===== config.mk =====
export PLATFORM = sky130hd
export DESIGN_NAME = dsf_driver_status
export DESIGN_NICKNAME = d
export VERILOG_FILES = /design/src/dsf_pkg.sv /design/src/dsf_driver_status.sv /design/src/dsf_standstill_timer.sv
export SDC_FILE = /design/constraint.sdc
export NUM_CORES = 1
export LEC_CHECK = 0
export BUFFER_PORTS_ARGS = -buffer_cell sky130_fd_sc_hd__buf_4
export CORE_MARGIN = 2
export CORE_UTILIZATION = 46
export DETAILED_ROUTE_END_ITERATION = 7
export PLACE_DENSITY = 0.74
export SYNTH_ARGS = -nofsm -noshare
export SYNTH_HDL_FRONTEND = slang
export SYNTH_SLANG_ARGS = --single-unit

===== constraint.sdc =====
create_clock -name ref_clk -period 4.3 [get_ports ref_clk]
set_input_delay 0.43 -clock ref_clk [delete_from_list [all_inputs] [get_ports ref_clk]]
set_output_delay 0.43 -clock ref_clk [all_outputs]
set_load 0.01 [all_outputs]

===== src/dsf_pkg.sv =====
// package of constants and carrier types for the driver status flags block
// assumes a single 10 MHz device clock and a word-indexed register port
package dsf_pkg;

    // ------------------------------------------------------------
    // clocking and counts
    // ------------------------------------------------------------
    localparam int CLK_HZ = 10000000;
    localparam int STANDSTILL_CYCLES = 1048576;

    // ------------------------------------------------------------
    // register indices, byte address is four times the index
    // ------------------------------------------------------------
    localparam int ADDR_W = 10;
    localparam logic [7:0] IDX_DRIVER_STATUS_WORD = 8'h6f;
    localparam logic [7:0] IDX_DRIVER_CONTROL = 8'h70;
    localparam logic [7:0] IDX_EVENT_STATUS = 8'h71;
    localparam logic [7:0] IDX_EVENT_MASK = 8'h72;

    // ------------------------------------------------------------
    // status word field positions
    // ------------------------------------------------------------
    localparam int POS_STANDSTILL = 31;
    localparam int POS_OPEN_LOAD_B = 30;
    localparam int POS_OPEN_LOAD_A = 29;
    localparam int POS_GROUND_SHORT_B = 28;
    localparam int POS_GROUND_SHORT_A = 27;
    localparam int POS_TEMP_PREWARN = 26;
    localparam int POS_TEMP_LIMIT = 25;
    localparam int POS_STALL = 24;
    localparam int POS_CURRENT_LSB = 16;
    localparam int POS_FULLSTEP = 15;
    localparam int CURRENT_W = 5;
    localparam int LOAD_W = 10;

    // ------------------------------------------------------------
    // control register fields and reset values
    // ------------------------------------------------------------
    localparam int OFF_TIME_W = 4;
    localparam logic [3:0] OFF_TIME_RESET = 4'h0;

    // ------------------------------------------------------------
    // event bits, same layout in status and mask
    // ------------------------------------------------------------
    localparam int EVT_W = 5;
    localparam int EVT_STANDSTILL = 0;
    localparam int EVT_GROUND_SHORT = 1;
    localparam int EVT_TEMP_PREWARN = 2;
    localparam int EVT_TEMP_LIMIT = 3;
    localparam int EVT_STALL = 4;
    localparam logic [4:0] EVT_MASK_RESET = 5'h00;

    // ------------------------------------------------------------
    // carriers
    // ------------------------------------------------------------
    typedef struct packed {
        logic open_load_b;
        logic open_load_a;
        logic ground_short_b;
        logic ground_short_a;
        logic temp_prewarn;
        logic temp_limit;
        logic load_speed_stall;
        logic [9:0] load_measure_result;
        logic [4:0] current_scale;
        logic fullstep_active;
    } dsf_sense_t;

    typedef struct packed {
        logic standstill;
        logic open_load_b;
        logic open_load_a;
        logic ground_short_phase_b;
        logic ground_short_phase_a;
        logic temp_prewarn;
        logic temp_limit_flag;
        logic stall_flag;
        logic [4:0] current_scale;
        logic fullstep_active;
    } dsf_flags_t;

endpackage


===== src/dsf_driver_status.sv =====
// driver status flags: status word, bridge protection, event interrupt
// assumes measurement inputs synchronous to ref_clk, plain register port
//
// Behaviour
// - bit 31 shows standstill in every operating mode.
// - standstill asserts after 2^20 clocks without a new step pulse.
// - bit 30 reports open load on B, bit 29 on A.
// - open-load flags only inform; bridges are never touched by them.
// - short to ground sets bit 28 (B) or 27 (A), disables bridges.
// - ground-short flags hold until off time is 0 or enable pin inactive.
// - bit 26 is set while temperature exceeds the pre-warning threshold.
// - temperature limit sets bit 25; bridges off until pre-warning clears.
// - one pre-warning and one limit flag shared by both bridges.
// - bit 24 marks stall: load result zero or load-speed stall.
// - bits 20 to 16 show the actual current scaling value.
// - bit 15 set while driver runs in fullstep.
`timescale 1ns/1ps
`default_nettype none
module dsf_driver_status #(
    parameter int STANDSTILL_COUNT = dsf_pkg::STANDSTILL_CYCLES
) (
    input wire logic ref_clk,
    input wire logic rst_b,
    input wire logic [dsf_pkg::ADDR_W-1:0] reg_addr,
    input wire logic [31:0] reg_wdata,
    input wire logic reg_write,
    input wire logic reg_read,
    output logic [31:0] reg_rdata,
    input wire logic step_pulse,
    input wire logic driver_enable_input_n,
    input wire dsf_pkg::dsf_sense_t sense,
    output logic bridge_enable,
    output logic irq
);
    dsf_pkg::dsf_flags_t flags;
    dsf_pkg::dsf_flags_t next_flags;
    logic [dsf_pkg::OFF_TIME_W-1:0] off_time_setting;
    logic [dsf_pkg::OFF_TIME_W-1:0] next_off_time_setting;
    logic [dsf_pkg::EVT_W-1:0] evt_status;
    logic [dsf_pkg::EVT_W-1:0] next_evt_status;
    logic [dsf_pkg::EVT_W-1:0] evt_mask;
    logic [dsf_pkg::EVT_W-1:0] next_evt_mask;
    logic [dsf_pkg::EVT_W-1:0] evt_set;
    logic [31:0] next_reg_rdata;
    logic [31:0] status_word;
    logic standstill;
    logic driver_off;
    logic bridge_block;
    logic next_bridge_block;
    logic [7:0] word_idx;

    // ------------------------------------------------------------
    // standstill detection
    // ------------------------------------------------------------
    // step timeout
    dsf_standstill_timer #(
        .COUNT_CYCLES(STANDSTILL_COUNT)
    ) u_standstill (
        .ref_clk(ref_clk),
        .rst_b(rst_b),
        .step_pulse(step_pulse),
        .standstill(standstill)
    );

    // ------------------------------------------------------------
    // flag capture
    // ------------------------------------------------------------
    assign driver_off = (off_time_setting == '0) || driver_enable_input_n;

    always_comb begin
        next_flags = flags;
        next_flags.standstill = standstill;
        next_flags.open_load_b = sense.open_load_b;
        next_flags.open_load_a = sense.open_load_a;
        if (driver_off) begin
            next_flags.ground_short_phase_b = 1'b0;
            next_flags.ground_short_phase_a = 1'b0;
        end else begin
            if (sense.ground_short_b) begin
                next_flags.ground_short_phase_b = 1'b1;
            end
            if (sense.ground_short_a) begin
                next_flags.ground_short_phase_a = 1'b1;
            end
        end
        next_flags.temp_prewarn = sense.temp_prewarn;
        if (sense.temp_limit) begin
            next_flags.temp_limit_flag = 1'b1;
        end else if (!sense.temp_prewarn) begin
            next_flags.temp_limit_flag = 1'b0;
        end
        next_flags.stall_flag = (sense.load_measure_result == '0) || sense.load_speed_stall;
        next_flags.current_scale = sense.current_scale;
        next_flags.fullstep_active = sense.fullstep_active;
    end

    // ------------------------------------------------------------
    // bridge protection
    // ------------------------------------------------------------
    always_comb begin
        // one temp flag for both bridges
        next_bridge_block = next_flags.ground_short_phase_b || next_flags.ground_short_phase_a
            || next_flags.temp_limit_flag;
    end

    assign bridge_enable = !driver_off && !bridge_block;

    always_ff @(posedge ref_clk or negedge rst_b) begin
        if (!rst_b) begin
            flags <= '0;
            bridge_block <= 1'b0;
        end else begin
            flags <= next_flags;
            bridge_block <= next_bridge_block;
        end
    end

    // ------------------------------------------------------------
    // status word assembly
    // ------------------------------------------------------------
    always_comb begin
        status_word = 32'h0000_0000;
        status_word[dsf_pkg::POS_STANDSTILL] = flags.standstill;
        status_word[dsf_pkg::POS_OPEN_LOAD_B] = flags.open_load_b;
        status_word[dsf_pkg::POS_OPEN_LOAD_A] = flags.open_load_a;
        status_word[dsf_pkg::POS_GROUND_SHORT_B] = flags.ground_short_phase_b;
        status_word[dsf_pkg::POS_GROUND_SHORT_A] = flags.ground_short_phase_a;
        status_word[dsf_pkg::POS_TEMP_PREWARN] = flags.temp_prewarn;
        status_word[dsf_pkg::POS_TEMP_LIMIT] = flags.temp_limit_flag;
        status_word[dsf_pkg::POS_STALL] = flags.stall_flag;
        status_word[dsf_pkg::POS_CURRENT_LSB +: dsf_pkg::CURRENT_W] = flags.current_scale;
        status_word[dsf_pkg::POS_FULLSTEP] = flags.fullstep_active;
    end

    // ------------------------------------------------------------
    // events and interrupt
    // ------------------------------------------------------------
    always_comb begin
        evt_set = '0;
        evt_set[dsf_pkg::EVT_STANDSTILL] = next_flags.standstill && !flags.standstill;
        evt_set[dsf_pkg::EVT_GROUND_SHORT] =
            (next_flags.ground_short_phase_b && !flags.ground_short_phase_b)
            || (next_flags.ground_short_phase_a && !flags.ground_short_phase_a);
        evt_set[dsf_pkg::EVT_TEMP_PREWARN] = next_flags.temp_prewarn && !flags.temp_prewarn;
        evt_set[dsf_pkg::EVT_TEMP_LIMIT] = next_flags.temp_limit_flag && !flags.temp_limit_flag;
        evt_set[dsf_pkg::EVT_STALL] = next_flags.stall_flag && !flags.stall_flag;
    end

    assign irq = |(evt_status & evt_mask);

    // ------------------------------------------------------------
    // register port
    // ------------------------------------------------------------
    assign word_idx = reg_addr[dsf_pkg::ADDR_W-1:2];

    always_comb begin
        next_off_time_setting = off_time_setting;
        next_evt_mask = evt_mask;
        next_evt_status = evt_status;
        next_reg_rdata = 32'h0000_0000;
        if (reg_write) begin
            if (word_idx == dsf_pkg::IDX_DRIVER_CONTROL) begin
                next_off_time_setting = reg_wdata[dsf_pkg::OFF_TIME_W-1:0];
            end else if (word_idx == dsf_pkg::IDX_EVENT_STATUS) begin
                next_evt_status = evt_status & ~reg_wdata[dsf_pkg::EVT_W-1:0];
            end else if (word_idx == dsf_pkg::IDX_EVENT_MASK) begin
                next_evt_mask = reg_wdata[dsf_pkg::EVT_W-1:0];
            end
        end
        next_evt_status = next_evt_status | evt_set;
        if (reg_read) begin
            if (word_idx == dsf_pkg::IDX_DRIVER_STATUS_WORD) begin
                next_reg_rdata = status_word;
            end else if (word_idx == dsf_pkg::IDX_DRIVER_CONTROL) begin
                next_reg_rdata[dsf_pkg::OFF_TIME_W-1:0] = off_time_setting;
            end else if (word_idx == dsf_pkg::IDX_EVENT_STATUS) begin
                next_reg_rdata[dsf_pkg::EVT_W-1:0] = evt_status;
            end else if (word_idx == dsf_pkg::IDX_EVENT_MASK) begin
                next_reg_rdata[dsf_pkg::EVT_W-1:0] = evt_mask;
            end
        end
    end

    always_ff @(posedge ref_clk or negedge rst_b) begin
        if (!rst_b) begin
            off_time_setting <= dsf_pkg::OFF_TIME_RESET;
            evt_mask <= dsf_pkg::EVT_MASK_RESET;
            evt_status <= '0;
            reg_rdata <= 32'h0000_0000;
        end else begin
            off_time_setting <= next_off_time_setting;
            evt_mask <= next_evt_mask;
            evt_status <= next_evt_status;
            reg_rdata <= next_reg_rdata;
        end
    end
endmodule
`default_nettype wire


===== src/dsf_standstill_timer.sv =====
// standstill timer: counts device clocks since the latest step pulse
// assumes step pulses are one clock long and synchronous to ref_clk
`timescale 1ns/1ps
`default_nettype none
module dsf_standstill_timer #(
    parameter int COUNT_CYCLES = dsf_pkg::STANDSTILL_CYCLES
) (
    input wire logic ref_clk,
    input wire logic rst_b,
    input wire logic step_pulse,
    output logic standstill
);
    localparam int CNT_W = $clog2(COUNT_CYCLES + 1);
    localparam logic [CNT_W-1:0] LIMIT = CNT_W'(COUNT_CYCLES);

    logic [CNT_W-1:0] count;
    logic [CNT_W-1:0] next_count;
    logic next_standstill;

    // ------------------------------------------------------------
    // saturating count
    // ------------------------------------------------------------
    always_comb begin
        next_count = count;
        next_standstill = standstill;
        if (step_pulse) begin
            next_count = '0;
            next_standstill = 1'b0;
        end else if (count != LIMIT) begin
            next_count = count + CNT_W'(1);
            next_standstill = (count + CNT_W'(1)) == LIMIT;
        end else begin
            next_standstill = 1'b1;
        end
    end

    always_ff @(posedge ref_clk or negedge rst_b) begin
        if (!rst_b) begin
            count <= '0;
            standstill <= 1'b0;
        end else begin
            count <= next_count;
            standstill <= next_standstill;
        end
    end
endmodule
`default_nettype wire


==> results by group <==
Finish
  – Growth of design area from synthesis to finish: 22.0%
  – Diodes inserted: 0
  – Final core occ: 57.9%
  – Fraction of layout instances using a drive strength above 1: 26.5%
  – Fill count: 576
  – Net total in the final layout: 439
  – Final std cells w/o fill: 466

Critical path
  – Crit path capture type: flip-flop
  – Count of buffering cells on the critical path with inverters included: 0
  – Critical-path cell with the highest stage delay: dfrtp_1
  – Worst-path fanout max: 9
  – Critical path class: reg2reg
  – Cell-by-cell trace of the critical path: ha_1, nand4_1, or3_1, or4_1, a21oi_1, o221ai_1, o31ai_1
  – Startpoint class of the critical path: flip-flop
  – Category of cells accounting for the largest share of critical-path delay: simple AND/OR/NAND/NOR gates
  – Required time of the worst setup path: 4.54 ns
  – Arrival time of data at the critical path endpoint: 2.88 ns
  – Critical path's largest stage delay: 0.49 ns

CTS
  – CTS tree: yes
  – CTS sink cnt: 70
  – TritonCTS Buffers: 9
  – Clock latency on the worst-skew pair: 0.34 ns
  – Post-CTS resize count: 0
  – Post-CTS setup buffers: 0
  – # hold bufs at CTS: 0
  – Number of levels the H-tree was split into: 3
  – Maximum count of clock buffers along a single path: 2
  – Clock transition time at the flip-flop clock pins of the worst setup and hold paths: 0.08 ns
  – CTS Root Buffer Type: clkbuf_8

Synthesis
  – Distinct cell type count after synthesis: 46
  – Async set-or-reset flop fraction in the synthesized netlist: 100%
  – Synthesis Warnings: 0
  – Part of the Yosys area used for sequential elements: 54.3%
  – Share of Yosys cell area claimed by the top area cell type: 54.3%
  – Synth Flop Type: dfrtp_1
  – Avg Synthesized Cell Area: 10.6 um2
  – EDFF count, synth: 0
  – Cell taking the most area after synthesis: dfrtp_1
  – Ranking of synthesized cells by area: dfrtp_1 (54%), nor2_1 (3.6%), mux2_2 (3.5%)
  – Number of flip-flops and latches in the synthesized netlist: 70
  – Post-Syn Area: 3220 um2
  – Post-Syn Instances: 303

Global routing
  – GRT Overall Usage: 18.2%
  – Leftover overflow at the end of global routing: 0
  – Maximum number of pins on one net before global-route repair: 71
  – Global-route wire length before repair: 10800 um
  – Via count of the first global-routing pass: 2402
  – Initial antenna violation count: 0

Route
  – Initial DRC count: 123
  – Routed wire per std cell: 13.7 um
  – Average via count per standard cell: 5.17
  – Number of detailed-route iterations in the first pass: 4
  – Residual DRC count: 0
  – Total Routed Length: 6400 um
  – Detail Route Antenna Nets: 0
  – Via total after detailed routing: 2408

Timing
  – Total count of max-transition violations in the final report: 0
  – Final period demand of the worst path: 2.64 ns
  – Final period utilization: 61.4%
  – Count of endpoints failing setup in the final report: 0
  – Highest achievable clock rate: 379 MHz
  – Worst-case clock skew: 0.00955 ns
  – RSZ-0062 raised after global routing: false
  – Final Hold Vio Count: 0
  – Fin Setup TNS: 0 ns
  – Actual slew at the worst max-slew pin: 0.853 ns
  – Worst rel slew slack: 43.2%

Power and ir drop
  – Cell internal power dissipation: 1050 uW
  – Maximum vdd ir drop: 0.227 mV
  – Switching Share: 23.4%
  – Total power divided by cell area: 349 nW/um2
  – Leakage: 0.00187 uW
  – Seq pwr share: 50.0%
  – Share of total power in combinational logic: 6.5%
  – P_sw: 322 uW
  – Clock share of power: 43.5%

Floorplanning
  – Initial standard-cell utilization of the core: 47.5%
  – Total number of placement rows: 30
  – Number of top-level pins: 105
  – Die width: 87.7 um
  – Chip height: 87.7 um
  – Die area: 7690 um2
  – Core Region: 6790 um2

Placed design
  – Half-perimeter wire length after detailed placement: 4640 um
  – Quantity of I/O buffers inserted on ports: 62
  – DP Cell Count: 450
  – Gpl congestion: 0.899

Status
  – Outcome: finished clean

Worst hold path
  – Hold Crit Class: in2async

Job
  – Max Cap Violations: 0
cell usage after synthesis (6+ instances only):
library cell	instances
and2_1	15
xor2_1	8
nand4_1	9
inv_1	11
nor3_1	6
o21ai_0	11
mux2_2	10
dfrtp_1	70
xnor2_1	11
nor4_1	11
nand3_1	8
nor2_1	31
nand2_1	28
and3_1	6
buf_4	13
final cells by class:
class / count / area (um2) / share of cell area, %
inverters: 11 / 41.3 / 1.05
clock buffers: 9 / 124 / 3.15
clock inverters: 7 / 106 / 2.70
multi-input cells: 211 / 1330 / 33.7
well taps: 96 / 120 / 3.05
flip-flops and latches: 70 / 1750 / 44.5
repair buffers: 62 / 465 / 11.8
registers in the layout, indices dropped and copies added (netlist names):
name	count
off_time_setting	4
u_standstill.count	21
evt_mask	5
evt_status	5
u_standstill.standstill	1
flags	14
reg_rdata	19
bridge_block	1
logic make-up (layout without fill, tap and decap cells):
| kind of cell | Yosys count | count (layout) | synth area share [%] |
|---|---|---|---|
| XOR/XNOR | 19 | 19 | 5.16 |
| AND/OR/NAND/NOR | 133 | 133 | 22.4 |
| flip-flops | 70 | 70 | 54.3 |
| other | 1 | 13 | 0.116 |
| adder cells (fa/ha/maj) | 3 | 3 | 1.16 |
| buffers and inverters | 34 | 89 | 5.94 |
| AO/OA/AOI/OAI | 32 | 32 | 6.95 |
| multiplexers | 11 | 11 | 3.96 |
placed cells by master, fill, tap and decap left out, types with 10 or more instances in the layout:
cell     Yosys  layout
and2_1      15      15
buf_4       13      62
conb_1       1      13
dfrtp_1     70      70
inv_1       11      11
mux2_2      10      10
nand2_1     28      28
nor2_1      31      31
nor4_1      11      11
o21ai_0     11      11
xnor2_1     11      11
power groups by stage:
stage | combinational, uW | sequential [uW] | clock, uW
2_1_floorplan | 46.2 | 695 | 0
3_3_place_gp | 88.1 | 699 | 0
3_5_place_dp | 90.4 | 700 | 0
4_1_cts | 90.8 | 687 | 615
5_1_grt | 101 | 690 | 647
6_report | 89.2 | 687 | 597
routing by layer:
layer  track usage (%)  wire, um  vias to the layer above
met3              6.50       395                       11
met5                 0         0                        -
met1              21.6      2760                     1161
met4              5.73        88                        0
li1                  -         -                     1167
met2              31.0      3150                       69
final timing paths:
kind | slack [ns] | start | cells past startpoint | end
max in group asynchronous | 3.55 | rst_b | 1 | reg_rdata[17]
hold / removal | 0.18 | rst_b | 1 | reg_rdata[29]
setup / recovery | 1.66 | u_standstill.count[0] | 7 | u_standstill.standstill
min in group ref_clk | 0.19 | sense[3] | 1 | flags[3]
hold reg to reg | 0.38 | u_standstill.standstill | 0 | flags[13]
setup reg to reg | 1.66 | u_standstill.count[0] | 7 | u_standstill.standstill
through the flow:
| step | area (um2) | total power, uW | setup WS (ns) | hold WS [ns] |
|---|---|---|---|---|
| 3_5_place_dp | 3700 | 790 | 1.65 | 0.369 |
| 2_1_floorplan | 3270 | 741 | 1.99 | 0.134 |
| 5_1_grt | 3940 | 1440 | 1.33 | 0.161 |
| 6_report | 3940 | 1370 | 1.66 | 0.183 |
| 4_1_cts | 3940 | 1390 | 1.64 | 0.175 |
| 3_3_place_gp | 3700 | 787 | 1.70 | 0.361 |
(Power assumes the default switching activity.)
